### src/core/bridge_consts.svh
`ifndef BRIDGE_CONSTS_SVH
`define BRIDGE_CONSTS_SVH
// ****************************************
// Register byte offsets
// ****************************************
`define OFS_MODE_STATUS  8'h00
`define OFS_GPIO_OE      8'h04
`define OFS_GPIO_OUT     8'h08
`define OFS_GPIO_IN      8'h0c
`define OFS_GP_OUTPUT    8'h10
`define OFS_CLOCK_ENABLE 8'h14
// ****************************************
// Field positions of the mode status word
// ****************************************
`define POS_TEST_MODE    0
`define POS_SMBUS_SEL    1
`define POS_NONTRANSP    2
`define POS_EXTERNAL_ARB 3
`define POS_REVERSE      4
`define POS_HOTPLUG_EN   5
`define POS_TEST_FUNC    8
// ****************************************
// Reset values and pin masks
// ****************************************
`define GPIO_OE_RST      4'h0
`define GPIO_OUT_RST     4'h0
`define GP_OUTPUT_RST    4'h0
`define CLOCK_ENABLE_RST 9'h1ff
`define EXT_PIN_MASK     8'h3d
`endif

### src/core/bridge_pkg.sv
package bridge_pkg;
  typedef struct packed {
    logic test_mode;
    logic smbus_sel;
    logic nontransparent;
    logic external_arb;
    logic reverse;
    logic hotplug_en;
  } mode_type;

  typedef struct packed {
    logic scl_drive;
    logic sda_out;
    logic sda_oe;
  } sideband_type;

  // Code is {sideband strap, transparency strap, clock mask strap}
  typedef enum logic [2:0] {
    TF_RSVD0        = 3'b000,
    TF_PLL          = 3'b001,
    TF_SHORT_INIT   = 3'b010,
    TF_SHORT_INIT_HP = 3'b011,
    TF_RSVD4        = 3'b100,
    TF_LOOPBACK     = 3'b101,
    TF_RSVD6        = 3'b110,
    TF_BRIDGE       = 3'b111
  } test_func_type;

  typedef enum logic {
    BUS_IDLE = 1'b0,
    BUS_READ = 1'b1
  } bus_state_type;
endpackage : bridge_pkg

### src/core/strap_capture.sv
`timescale 1ns/10ps
module strap_capture
  import bridge_pkg::*;
(
  input  wire logic    clk_i,
  input  wire logic    reset_n_i,
  input  wire logic    test_select_i,
  input  wire logic    sideband_select_i,
  input  wire logic    transparency_select_i,
  input  wire logic    clock_mask_i,
  input  wire logic    direction_select_i,
  input  wire logic    arbiter_select_n_i,
  input  wire logic    link_reset_n_i,
  input  wire logic    bus_reset_n_i,
  output mode_type     mode_o,
  output test_func_type test_func_o
);
  logic          init_done_reg;
  logic          link_prev_reg;
  logic          bus_prev_reg;
  mode_type      mode_reg, mode_next;
  test_func_type test_func_reg, test_func_next;

  // Normal selects are taken once, first cycle after reset release;
  // the board keeps them steady afterwards
  wire take_normal = ~init_done_reg;
  wire link_rise   = ~link_prev_reg & link_reset_n_i;
  wire bus_rise    = ~bus_prev_reg & bus_reset_n_i;
  wire rev_now     = take_normal ? direction_select_i : mode_reg.reverse;
  wire test_now    = take_normal ? test_select_i : mode_reg.test_mode;
  wire take_test   = rev_now ? bus_rise : link_rise;
  wire normal_now  = ~test_select_i;

  always_comb begin
    mode_next      = mode_reg;
    test_func_next = test_func_reg;
    if (take_normal) begin
      mode_next.test_mode      = test_select_i;
      mode_next.smbus_sel      = normal_now & sideband_select_i;
      mode_next.nontransparent = normal_now & transparency_select_i;
      mode_next.external_arb   = normal_now & arbiter_select_n_i;
      mode_next.reverse        = direction_select_i;
    end
    if (take_test) begin
      mode_next.hotplug_en = clock_mask_i;
      if (test_now) begin
        test_func_next = test_func_type'({sideband_select_i,
                           transparency_select_i, clock_mask_i});
      end
    end
  end

  always_ff @(posedge clk_i or negedge reset_n_i) begin
    if (!reset_n_i) begin
      init_done_reg <= 1'b0;
      link_prev_reg <= 1'b0;
      bus_prev_reg  <= 1'b0;
      mode_reg      <= '0;
      test_func_reg <= TF_RSVD0;
    end else begin
      init_done_reg <= 1'b1;
      link_prev_reg <= link_reset_n_i;
      bus_prev_reg  <= bus_reset_n_i;
      mode_reg      <= mode_next;
      test_func_reg <= test_func_next;
    end
  end

  assign mode_o      = mode_reg;
  assign test_func_o = test_func_reg;

  property p_test_capture;
    @(posedge clk_i) disable iff (!reset_n_i)
    (init_done_reg && !mode_reg.reverse && link_rise && mode_reg.test_mode)
    |=> test_func_reg == $past({sideband_select_i,
                                transparency_select_i, clock_mask_i});
  endproperty
  a_test_capture: assert property (p_test_capture)
    else $error("test straps not captured at link reset release");

  property p_mode_hold;
    @(posedge clk_i) disable iff (!reset_n_i)
    init_done_reg |=> $stable({mode_reg.smbus_sel, mode_reg.reverse,
                       mode_reg.nontransparent, mode_reg.external_arb});
  endproperty
  a_mode_hold: assert property (p_mode_hold)
    else $error("decoded mode changed after capture");

  property p_test_gate;
    @(posedge clk_i) disable iff (!reset_n_i)
    mode_reg.test_mode |-> !(mode_reg.smbus_sel ||
                             mode_reg.nontransparent || mode_reg.external_arb);
  endproperty
  a_test_gate: assert property (p_test_gate)
    else $error("normal decodes active in test mode");
endmodule : strap_capture

### src/core/serial_pin_ctrl.sv
`timescale 1ns/10ps
module serial_pin_ctrl
  import bridge_pkg::*;
(
  input  wire logic   clk_i,
  input  wire logic   reset_n_i,
  input  wire logic   smbus_sel_i,
  input  sideband_type sb_i,
  output logic        scl_o,
  output logic        scl_oe_o,
  output logic        sda_o,
  output logic        sda_oe_o
);
  // SMBus: clock is the master's, data only ever pulled low
  wire scl_oe_next = ~smbus_sel_i;
  wire sda_o_next  = smbus_sel_i ? 1'b0 : sb_i.sda_out;
  wire sda_oe_next = smbus_sel_i ? (sb_i.sda_oe & ~sb_i.sda_out)
                                 : sb_i.sda_oe;

  always_ff @(posedge clk_i or negedge reset_n_i) begin
    if (!reset_n_i) begin
      scl_o    <= 1'b0;
      scl_oe_o <= 1'b0;
      sda_o    <= 1'b0;
      sda_oe_o <= 1'b0;
    end else begin
      scl_o    <= sb_i.scl_drive & scl_oe_next;
      scl_oe_o <= scl_oe_next;
      sda_o    <= sda_o_next;
      sda_oe_o <= sda_oe_next;
    end
  end

  property p_smbus_scl_in;
    @(posedge clk_i) disable iff (!reset_n_i)
    smbus_sel_i |=> !scl_oe_o && !scl_o;
  endproperty
  a_smbus_scl_in: assert property (p_smbus_scl_in)
    else $error("scl driven in smbus mode");

  property p_eeprom_sda;
    @(posedge clk_i) disable iff (!reset_n_i)
    reset_n_i && !smbus_sel_i |=> sda_oe_o == $past(sb_i.sda_oe) &&
                     sda_o == $past(sb_i.sda_out);
  endproperty
  a_eeprom_sda: assert property (p_eeprom_sda)
    else $error("sda not bidirectional in eeprom mode");
endmodule : serial_pin_ctrl

### src/core/bridge_mode_strap_decode.sv
`timescale 1ns/10ps
`include "bridge_consts.svh"
// Contract
// - Test strap low means normal operation, high selects test decodes.
// - Normal mode: sideband select 0 is EEPROM, 1 is SMBus.
// - Transparency select 0 is transparent, 1 is non-transparent bridge.
// - Direction select 0 is forward, 1 is reverse bridging.
// - Arbiter select low uses internal arbiter; high needs board arbiter.
// - External arbiter: request input 0 becomes our bus grant input.
// - External arbiter: grant output 0 becomes our bus request output.
// - External arbiter: requests 5:2 are inputs, grants 5:2 outputs.
// - Clock mask input enables or disables the secondary clock outputs.
// - Clock mask strapped high enables hot-plug.
// - Four general pins are input-only or bidirectional by software enable.
// - EEPROM sideband: serial clock pin is driven as an output.
// - SMBus sideband: serial clock pin is an input.
// - EEPROM sideband: serial data pin is bidirectional.
// - SMBus sideband: serial data pin is open-drain, pulls low only.
// - Test straps captured at link reset release forward, bus reset reverse.
module bridge_mode_strap_decode
  import bridge_pkg::*;
#(
  parameter int unsigned CLOCK_OUT_COUNT = 9,
  parameter int unsigned CLOCK_OUT_DIV   = 1
)(
  input  wire logic        CLK_I,
  input  wire logic        RESET_N_I,
  input  wire logic        TEST_SELECT_STRAP_I,
  input  wire logic        SIDEBAND_INTERFACE_SELECT_I,
  input  wire logic        TRANSPARENCY_SELECT_I,
  input  wire logic        CLOCK_OUTPUT_MASK_I,
  input  wire logic        BRIDGE_DIRECTION_SELECT_I,
  input  wire logic        ARBITER_SELECT_N_I,
  input  wire logic        LINK_RESET_N_I,
  input  wire logic        BUS_RESET_N_I,
  input  wire logic        HSEL_I,
  input  wire logic [31:0] HADDR_I,
  input  wire logic [1:0]  HTRANS_I,
  input  wire logic        HWRITE_I,
  input  wire logic [2:0]  HSIZE_I,
  input  wire logic [31:0] HWDATA_I,
  input  wire logic        HREADY_I,
  output logic      [31:0] HRDATA_O,
  output logic             HREADYOUT_O,
  output logic             HRESP_O,
  input  wire logic [7:0]  REQ_N_I,
  output logic      [7:0]  GNT_N_O,
  input  wire logic [7:0]  ARB_GNT_N_I,
  output logic      [7:0]  ARB_REQ_N_O,
  input  wire logic        BRIDGE_REQ_N_I,
  output logic             BRIDGE_GNT_N_O,
  input  wire logic [3:0]  GPIO_I,
  output logic      [3:0]  GPIO_O,
  output logic      [3:0]  GPIO_OE_O,
  output logic [CLOCK_OUT_COUNT-1:0] SECONDARY_CLOCK_OUT_O,
  input  sideband_type     SIDEBAND_I,
  output logic             SB_SCL_IN_O,
  output logic             SB_SDA_IN_O,
  input  wire logic        SCL_I,
  output logic             SCL_O,
  output logic             SCL_OE_O,
  input  wire logic        SDA_I,
  output logic             SDA_O,
  output logic             SDA_OE_O,
  output mode_type         MODE_O,
  output test_func_type    TEST_FUNC_O
);
  // ****************************************
  // Strap capture and pin direction control
  // ****************************************
  mode_type mode;

  strap_capture u_strap (
    .clk_i                 (CLK_I),
    .reset_n_i             (RESET_N_I),
    .test_select_i         (TEST_SELECT_STRAP_I),
    .sideband_select_i     (SIDEBAND_INTERFACE_SELECT_I),
    .transparency_select_i (TRANSPARENCY_SELECT_I),
    .clock_mask_i          (CLOCK_OUTPUT_MASK_I),
    .direction_select_i    (BRIDGE_DIRECTION_SELECT_I),
    .arbiter_select_n_i    (ARBITER_SELECT_N_I),
    .link_reset_n_i        (LINK_RESET_N_I),
    .bus_reset_n_i         (BUS_RESET_N_I),
    .mode_o                (mode),
    .test_func_o           (TEST_FUNC_O)
  );

  assign MODE_O = mode;

  serial_pin_ctrl u_serial (
    .clk_i       (CLK_I),
    .reset_n_i   (RESET_N_I),
    .smbus_sel_i (mode.smbus_sel),
    .sb_i        (SIDEBAND_I),
    .scl_o       (SCL_O),
    .scl_oe_o    (SCL_OE_O),
    .sda_o       (SDA_O),
    .sda_oe_o    (SDA_OE_O)
  );

  // ****************************************
  // Register bus slave
  // ****************************************
  function automatic logic reg_hit(input logic [7:0] a,
                                   input logic [7:0] ofs);
    return a == ofs;
  endfunction

  bus_state_type state_reg, state_next;
  logic [7:0]  addr_reg;
  logic        wr_pend_reg;
  logic [3:0]  gpio_oe_reg;
  logic [3:0]  gpio_out_reg;
  logic [3:0]  gp_output_reg;
  logic [CLOCK_OUT_COUNT-1:0] clk_en_reg;

  // Reads take one wait state so a write just before is visible
  wire addr_take = HSEL_I & HTRANS_I[1] & HREADY_I;
  wire rd_take   = addr_take & ~HWRITE_I;
  wire wr_go     = wr_pend_reg;

  always_comb begin
    case (state_reg)
      BUS_IDLE: state_next = rd_take ? BUS_READ : BUS_IDLE;
      BUS_READ: state_next = BUS_IDLE;
      default:  state_next = BUS_IDLE;
    endcase
  end

  wire hit_mode = reg_hit(addr_reg, `OFS_MODE_STATUS);
  wire hit_oe   = reg_hit(addr_reg, `OFS_GPIO_OE);
  wire hit_out  = reg_hit(addr_reg, `OFS_GPIO_OUT);
  wire hit_in   = reg_hit(addr_reg, `OFS_GPIO_IN);
  wire hit_gp_out = reg_hit(addr_reg, `OFS_GP_OUTPUT);
  wire hit_clk  = reg_hit(addr_reg, `OFS_CLOCK_ENABLE);

  // General inputs only exist while the request pins are freed
  wire [3:0] gp_input = mode.external_arb ? REQ_N_I[5:2] : 4'h0;

  wire [31:0] mode_word = 32'({TEST_FUNC_O, 2'b00,
                               mode.hotplug_en, mode.reverse,
                               mode.external_arb, mode.nontransparent,
                               mode.smbus_sel, mode.test_mode});
  wire [31:0] rd_data =
    hit_mode ? mode_word :
    hit_oe   ? {28'h0, gpio_oe_reg} :
    hit_out  ? {28'h0, gpio_out_reg} :
    hit_in   ? {24'h0, gp_input, GPIO_I} :
    hit_gp_out ? {28'h0, gp_output_reg} :
    hit_clk  ? 32'(clk_en_reg) :
    32'h0;

  always_ff @(posedge CLK_I or negedge RESET_N_I) begin
    if (!RESET_N_I) begin
      state_reg   <= BUS_IDLE;
      addr_reg    <= 8'h00;
      wr_pend_reg <= 1'b0;
      HREADYOUT_O <= 1'b1;
      HRESP_O     <= 1'b0;
      HRDATA_O    <= 32'h0;
    end else begin
      state_reg   <= state_next;
      wr_pend_reg <= addr_take & HWRITE_I;
      HREADYOUT_O <= state_next != BUS_READ;
      HRESP_O     <= 1'b0;
      if (addr_take) begin
        addr_reg <= HADDR_I[7:0];
      end
      if (state_reg == BUS_READ) begin
        HRDATA_O <= rd_data;
      end
    end
  end

  // Unmapped writes fall through every hit and are dropped
  always_ff @(posedge CLK_I or negedge RESET_N_I) begin
    if (!RESET_N_I) begin
      gpio_oe_reg  <= `GPIO_OE_RST;
      gpio_out_reg <= `GPIO_OUT_RST;
      gp_output_reg <= `GP_OUTPUT_RST;
      clk_en_reg   <= CLOCK_OUT_COUNT'(`CLOCK_ENABLE_RST);
    end else if (wr_go) begin
      if (hit_oe)  gpio_oe_reg  <= HWDATA_I[3:0];
      if (hit_out) gpio_out_reg <= HWDATA_I[3:0];
      if (hit_gp_out) gp_output_reg <= HWDATA_I[3:0];
      if (hit_clk) clk_en_reg   <= HWDATA_I[CLOCK_OUT_COUNT-1:0];
    end
  end

  // ****************************************
  // General purpose pins and sideband inputs
  // ****************************************
  always_ff @(posedge CLK_I or negedge RESET_N_I) begin
    if (!RESET_N_I) begin
      GPIO_O      <= 4'h0;
      GPIO_OE_O   <= 4'h0;
      SB_SCL_IN_O <= 1'b1;
      SB_SDA_IN_O <= 1'b1;
    end else begin
      GPIO_O      <= gpio_out_reg;
      GPIO_OE_O   <= gpio_oe_reg;
      SB_SCL_IN_O <= SCL_I;
      SB_SDA_IN_O <= SDA_I;
    end
  end

  // ****************************************
  // Arbiter pin routing
  // ****************************************
  // Unused grant pins stay deasserted in external mode
  wire [7:0] gnt_n_next = mode.external_arb ?
    {2'b11, gp_output_reg, 1'b1, BRIDGE_REQ_N_I} :
    ARB_GNT_N_I;
  // Pins given to the external arbiter never reach the internal one
  wire [7:0] arb_req_n_next = mode.external_arb ?
    (REQ_N_I | `EXT_PIN_MASK) : REQ_N_I;
  wire bridge_gnt_n_next = mode.external_arb ? REQ_N_I[0] : 1'b1;

  always_ff @(posedge CLK_I or negedge RESET_N_I) begin
    if (!RESET_N_I) begin
      GNT_N_O        <= 8'hff;
      ARB_REQ_N_O    <= 8'hff;
      BRIDGE_GNT_N_O <= 1'b1;
    end else begin
      GNT_N_O        <= gnt_n_next;
      ARB_REQ_N_O    <= arb_req_n_next;
      BRIDGE_GNT_N_O <= bridge_gnt_n_next;
    end
  end

  // ****************************************
  // Secondary clock outputs
  // ****************************************
  // Fastest output is half the core clock; a gated flop output
  // cannot glitch, at the cost of that rate limit
  localparam logic [7:0] DIV_LAST = 8'(CLOCK_OUT_DIV - 1);
  logic [7:0] div_cnt_reg;
  logic       phase_reg;
  wire        div_tick = div_cnt_reg == DIV_LAST;

  always_ff @(posedge CLK_I or negedge RESET_N_I) begin
    if (!RESET_N_I) begin
      div_cnt_reg <= 8'h00;
      phase_reg   <= 1'b0;
    end else begin
      div_cnt_reg <= div_tick ? 8'h00 : div_cnt_reg + 8'h01;
      if (div_tick) begin
        phase_reg <= ~phase_reg;
      end
    end
  end

  genvar gi;
  generate
    for (gi = 0; gi < CLOCK_OUT_COUNT; gi++) begin : g_clock_out
      wire clk_next = phase_reg & clk_en_reg[gi] &
                      ~CLOCK_OUTPUT_MASK_I;
      always_ff @(posedge CLK_I or negedge RESET_N_I) begin
        if (!RESET_N_I) begin
          SECONDARY_CLOCK_OUT_O[gi] <= 1'b0;
        end else begin
          SECONDARY_CLOCK_OUT_O[gi] <= clk_next;
        end
      end
    end
  endgenerate

  // ****************************************
  // Checks
  // ****************************************
  property p_ext_grant;
    @(posedge CLK_I) disable iff (!RESET_N_I)
    mode.external_arb |=> BRIDGE_GNT_N_O == $past(REQ_N_I[0]);
  endproperty
  a_ext_grant: assert property (p_ext_grant)
    else $error("external grant not routed from request 0");

  property p_ext_req;
    @(posedge CLK_I) disable iff (!RESET_N_I)
    mode.external_arb |=> GNT_N_O[0] == $past(BRIDGE_REQ_N_I);
  endproperty
  a_ext_req: assert property (p_ext_req)
    else $error("bridge request not on grant 0");

  property p_gp_output_map;
    @(posedge CLK_I) disable iff (!RESET_N_I)
    mode.external_arb |=> GNT_N_O[5:2] == $past(gp_output_reg) &&
                          ARB_REQ_N_O[5:2] == 4'hf;
  endproperty
  a_gp_output_map: assert property (p_gp_output_map)
    else $error("general outputs not on grants 5:2");

  property p_int_arb;
    @(posedge CLK_I) disable iff (!RESET_N_I)
    // Sampled reset keeps the release-edge attempt off reset values
    RESET_N_I && !mode.external_arb |=>
      GNT_N_O == $past(ARB_GNT_N_I) && BRIDGE_GNT_N_O;
  endproperty
  a_int_arb: assert property (p_int_arb)
    else $error("internal grants not passed through");

  property p_clk_masked;
    @(posedge CLK_I) disable iff (!RESET_N_I)
    CLOCK_OUTPUT_MASK_I |=> SECONDARY_CLOCK_OUT_O == '0;
  endproperty
  a_clk_masked: assert property (p_clk_masked)
    else $error("secondary clock runs while masked");

  property p_sda_open_drain;
    @(posedge CLK_I) disable iff (!RESET_N_I)
    mode.smbus_sel |=> !(SDA_OE_O && SDA_O);
  endproperty
  a_sda_open_drain: assert property (p_sda_open_drain)
    else $error("sda driven high in smbus mode");

  property p_eeprom_scl;
    @(posedge CLK_I) disable iff (!RESET_N_I)
    RESET_N_I && !mode.smbus_sel |=>
      SCL_OE_O && SCL_O == $past(SIDEBAND_I.scl_drive);
  endproperty
  a_eeprom_scl: assert property (p_eeprom_scl)
    else $error("scl not driven in eeprom mode");

  property p_gpio_oe_write;
    @(posedge CLK_I) disable iff (!RESET_N_I)
    (wr_go && hit_oe) |=> ##1 GPIO_OE_O == $past(HWDATA_I[3:0], 2);
  endproperty
  a_gpio_oe_write: assert property (p_gpio_oe_write)
    else $error("gpio enable write not applied");

  property p_read_wait;
    @(posedge CLK_I) disable iff (!RESET_N_I)
    rd_take |=> !HREADYOUT_O ##1 HREADYOUT_O && !HRESP_O;
  endproperty
  a_read_wait: assert property (p_read_wait)
    else $error("read answer timing wrong");

  c_ext_mode: cover property (@(posedge CLK_I) mode.external_arb);
  c_smbus: cover property (@(posedge CLK_I) mode.smbus_sel && SDA_OE_O);
  c_read: cover property (@(posedge CLK_I) rd_take ##2 HREADYOUT_O);
  c_hotplug: cover property (@(posedge CLK_I) mode.hotplug_en);
endmodule : bridge_mode_strap_decode

### config.mk
export PLATFORM = sky130hd
export DESIGN_NAME = bridge_mode_strap_decode
export DESIGN_NICKNAME = d
export VERILOG_FILES = /design/src/core/bridge_pkg.sv /design/src/core/strap_capture.sv /design/src/core/serial_pin_ctrl.sv /design/src/core/bridge_mode_strap_decode.sv
export VERILOG_INCLUDE_DIRS = /design/src /design/src/core
export SDC_FILE = /design/constraint.sdc
export NUM_CORES = 1
export LEC_CHECK = 0
export BUFFER_PORTS_ARGS = -buffer_cell sky130_fd_sc_hd__buf_2
export CORE_MARGIN = 2
export CORE_UTILIZATION = 51
export DETAILED_ROUTE_END_ITERATION = 16
export PLACE_DENSITY = 0.87
export SLEW_MARGIN = 15
export SYNTH_ARGS = -nofsm -noshare
export SYNTH_HDL_FRONTEND = slang
export SYNTH_SLANG_ARGS = --single-unit
### constraint.sdc
create_clock -name CLK_I -period 4.68 [get_ports CLK_I]
set_clock_uncertainty 0.15 [all_clocks]
set_input_delay 0.234 -clock CLK_I [delete_from_list [all_inputs] [get_ports CLK_I]]
set_output_delay 0.234 -clock CLK_I [all_outputs]
set_load 0.01 [all_outputs]
# Word-level counts from Yosys, hierarchy flattened
# Cells that the tools add are included.
dict set report totals {
  regBits 125
  input_bits 108
  output_inout_bits 83
  word_cells 111
}
dict set report classes {
  n_addsub 1
  eq_ne 5
  muxes 18
  bitwise_logic 39
  n_reduce_logical 7
}
# cell n
set ops {}
lappend ops {{2-to-1 mux 9 bit} 5}
lappend ops {{AND 1 bit} 29}
lappend ops {{equality test 8 x 4 -> 1 bit (second input constant)} 2}
lappend ops {{equality test 8 x 5 -> 1 bit (second input constant)} 2}
lappend ops {{zero test 8 bit} 2}
lappend ops {{2-to-1 mux 8 bit} 2}
lappend ops {{2-to-1 mux 11 bit} 1}
lappend ops {{NOT 1 bit} 10}
lappend ops {{AND reduction 2 bit} 5}
lappend ops {{adder 8 x 1 -> 8 bit (second input constant)} 1}
lappend ops {{equality test 8 x 3 -> 1 bit (second input constant)} 1}
lappend ops {{2-to-1 mux 1 bit} 7}
lappend ops {{2-to-1 mux 6 bit} 1}
lappend ops {{2-to-1 mux 4 bit} 1}
lappend ops {{case mux 1 bit (2 select lines)} 1}

# Logic depth before layout (Yosys ltp)
dict set report depth {
  word_depth 7
  depth_mapped 5
  depth_no_buf 5
}

# Cells and area by module
# From an unflattened synthesis, not the netlist that was laid out.
dict set report hier_totals {
  hier_cells 324
  hier_area_um2 4394.2
}
# mod n_inst cells_each area_each_um2 seq_area_each_um2
set modules_own_cells {}
lappend modules_own_cells {bridge_mode_strap_decode 1 282 3806.2 2238.4}
lappend modules_own_cells {strap_capture 1 34 460.4 300.3}
lappend modules_own_cells {serial_pin_ctrl 1 8 127.6 100.1}

# Worst setup path before layout
# Ideal clock, no wire load.
dict set report synth_path {
  path_type {register -> register}
  from {register addr_reg[7]}
  to {register clk_en_reg[0]}
  setup_ps 82
  arrival_ps 1581
  required_ps 4448
  path_slack_ps 2866
  path_stages_with_launch 5
  n_path_buf 0
  period_less_slack_ps 1814
  cell_sequence {dfrtp_1 -> or4_4 -> nor2_8 -> nand3_4 -> mux2_4}
}
dict set report synth_via {
  elab_chain_len 2
}
# item line
set synth_lines {}
lappend synth_lines {{start, declared} bridge_mode_strap_decode.sv:110} ;# logic [7:0] addr_reg;
lappend synth_lines {{start signal, assigned} bridge_mode_strap_decode.sv:167} ;# addr_reg <= HADDR_I[7:0];
lappend synth_lines {{equality test 8 x 5 -> 1 bit} bridge_mode_strap_decode.sv:106} ;# return a == ofs;
lappend synth_lines {{AND reduction 2 bit (no source line)} --}
lappend synth_lines {{end signal, assigned} bridge_mode_strap_decode.sv:181} ;# clk_en_reg <= CLOCK_OUT_COUNT'(`CLOCK_ENABLE_RST);
lappend synth_lines {{end signal, assigned} bridge_mode_strap_decode.sv:186} ;# if (hit_clk) clk_en_reg <= HWDATA_I[CLOCK_OUT_COUNT-1:0];
lappend synth_lines {{end, declared} bridge_mode_strap_decode.sv:115} ;# logic [CLOCK_OUT_COUNT-1:0] clk_en_reg;
# Every way passes these cells.
# A chain may end at the register's enable or synchronous reset.

# Final worst setup path
dict set report layout_path {
  from {register addr_reg[2]}
  to {register clk_en_reg[0]}
}
# The elaborated chain is that of the path after synthesis.

==> results.yml <==
outcome:
  status: "complete, no violations"
clocking:
  cts.sinks: 104
  cts_root_buf: "clkbuf_8"
  cts_buffer_depth: 2
  clkSlewWorstSetupHoldPaths_ps: 90
  cts-resized-gates: 0
  htree_levels: 3
  clock_latency_ps: 360
  numCtsBuffers: 9
  cts_tree: "built"
  cts_setup_buffers: 0
synth:
  synth_xor_area_share_pct: 1.421
  synthFlopType: "dfrtp_1"
  synthAdderAreaFrac_pct: 0.5800
  yosysWarnings: 0
  synthMuxAreaShare_pct: 12.35
  synth_simple_gate_area_share_pct: 13.31
  syn_avg_cell_area_sq_um: 13.52
  synth_cell_types: 51
  syn_area_sq_um: 4314
  synth-edff-count: 0
  synth_compound_area_share_pct: 5.249
  ys_seq_area_share_pct: 61.17
  syn_inst: 319
  synth_top_family_by_area: "simple AND/OR/NAND/NOR gates"
  ys_async_sr_fraction_pct: 100.0
  synth-seq-cells: 104
run:
  max-cap-violations: 0
timing:
  setup_ws_ps: 2381
  tightest_slew_ps: 824.9
  tns_ps: 0
  rsz0062_at_grt: "false"
  period_minus_slack_ps: 2299
  drv_slew: 0
  finalHoldViolCount: 0
  fmax_ghz: 0.4350
  slew_headroom_pct: 45.01
  finalCritPeriodShare_pct: 49.12
  setup_viol: 0
routing:
  vias: 3028
  drt_iter0_drc: 111
  wl_per_cell_um: 15.85
  postRouteAntennaNets: 0
  vias_per_cell: 5.072
  drc: 0
  wl_um: 9464
  dr.pass1.iters: 4
critical_path:
  crit_buf_inv: 1
  cp.required_ps: 4820
  cpPeakStageDelay_ps: 890
  cp_slowest_cell: "dfrtp_1"
  crit_path_max_fanout: 23
  end_kind: "flop"
  reg2regPathDepth: 4
  cp_top_family: "flip-flops"
  reg2reg_setup_slack_ps: 2380
  r2r_end: "clk_en_reg[0]"
  path_class: "flop to flop"
  worstPathArrival_ps: 2440
  start_kind: "flop"
  crit_chain: "inv_1 > nor2_1 > nand3_4 > mux2_4"
  r2r-start: "addr_reg[2]"
min_path:
  holdPathEnd: "wr_go"
  worstHoldPathType: "input pin to flop"
  hp-start: "HTRANS_I[1]"
  min_path_cells: 3
die:
  placementRows: 33
  num_io_pins: 191
  die_x_um: 95.98
  die_h_um: 95.98
  fp.coreArea_sq_um: 8217
  start_util_pct: 52.50
  die_area_sq_um: 9211
cells_and_area:
  final_common_cell: "buf_2"
  largest_reg_flops: 11
  syn2layout_area_growth_pct: 29.58
  final_area_sq_um: 5590
  drive_above_1_share_pct: 43.90
  layout.nets: 597
  fin_util_pct: 68.04
  final_cell_mix: "buf_2 (116), dfrtp_1 (75), dlygate4sd3_1 (49)"
  antenna_cells: 0
power:
  powerDensity_nw_per_um2: 334.3
  ir_worst_vdd_mv: 0.1978
  cellLeakagePower_nw: 2.758
placement:
  placed_area_sq_um: 4910
  port_buffers: 117
  place_ws_ps: 2472
  hpwl_um: 6481
  place_congestion: 0.8606
global_route:
  grt_util_all_layers_pct: 20.87
  antenna_found_initial: 0
  overflow: 0
  grt_pass1_vias: 2959
  grt_max_degree: 69
  grt_pass1_wl_um: 14330
how the worst max path moves through the flow:
stage               slack (ps)         from  depth (start not counted)       endpoint
global route              2270  addr_reg[2]                          4  clk_en_reg[0]
global placement          2450  addr_reg[2]                          4  clk_en_reg[7]
finish                    2380  addr_reg[2]                          4  clk_en_reg[0]
CTS                       2430  addr_reg[2]                          4  clk_en_reg[0]
floorplan                 2870  addr_reg[7]                          4  clk_en_reg[0]
detailed placement        2470  addr_reg[2]                          4  clk_en_reg[0]
logic make-up (layout without fill, tap and decap cells):
kind of cell | count (synthesis) | in the layout
flops | 104 | 104
simple gates | 91 | 91
mux | 45 | 45
buf+inv | 41 | 193
compound gates | 27 | 27
xor+xnor | 7 | 7
fa+ha+maj | 2 | 2
other cells | 2 | 23
worst register-to-register path, stage by stage, from the launching register on:
cell	delay, ps
dfrtp_1	890
inv_1	180
nor2_1	400
nand3_4	250
mux2_4	360
layout make-up:
cell class | instances | area [sq um]
timing repair buffer | 167 | 1086
clock inverter | 5 | 38.79
multi-input combinational | 195 | 1506
clock buffer | 11 | 151.4
fill | 549 | 2626
sequential | 104 | 2639
tap | 105 | 131.4
inverter | 10 | 37.54
per-stage QoR:
| step | hold slack [ps] | instances | total power, mW |
|---|---|---|---|
| floorplan | -211.6 | 340 | 1.217 |
| global placement | 191.2 | 532 | 1.317 |
| detailed placement | 190.1 | 532 | 1.328 |
| CTS | 210.9 | 597 | 1.883 |
| global route | 237.8 | 597 | 1.959 |
| finish | 217.3 | 597 | 1.869 |
timing repair:
| action | CTS | global route |
|---|---|---|
| hold endpoints to repair | 114 | 0 |
| setup endpoints to repair | 0 | 0 |
| hold buffers | 49 | 0 |
layer usage:
| layer | track usage [%] | up-vias | share of wire (%) |
|---|---|---|---|
| met5 | 0 | - | 0 |
| met4 | 8.929 | 0 | 2.4 |
| met3 | 4.464 | 20 | 5.8 |
| met1 | 25.38 | 1485 | 41 |
| met2 | 35.96 | 132 | 51 |
| li1 | - | 1391 | - |
where the power goes:
part | switching [mW] | internal [mW]
logic | 0.143 | 0.153
clock network | 0.296 | 0.225
registers | 0.0733 | 0.978
Yosys cell counts (all sizes together), types with 3 or more instances:
cell type  count  area [sq um]
dfstp         29         762.0
nand4          7         43.79
a21oi          3         15.01
and2           9         56.30
nor2          15         75.08
nand3         11         77.58
or2            8         50.05
mux2i          6         60.06
a31oi          3         18.77
nor2b          8         50.05
a22o           5         43.79
inv            9         33.78
a221oi         3         45.04
and3           4         25.02
or3            5         31.28
clkbuf         5         20.01
xnor2          5         43.79
o22ai          4         25.02
buf           26         190.2
dfrtp         75          1877
nand2          8         30.03
mux2          39         473.0
nand2b         7         43.79
Power figures use the tool's default switching activity.
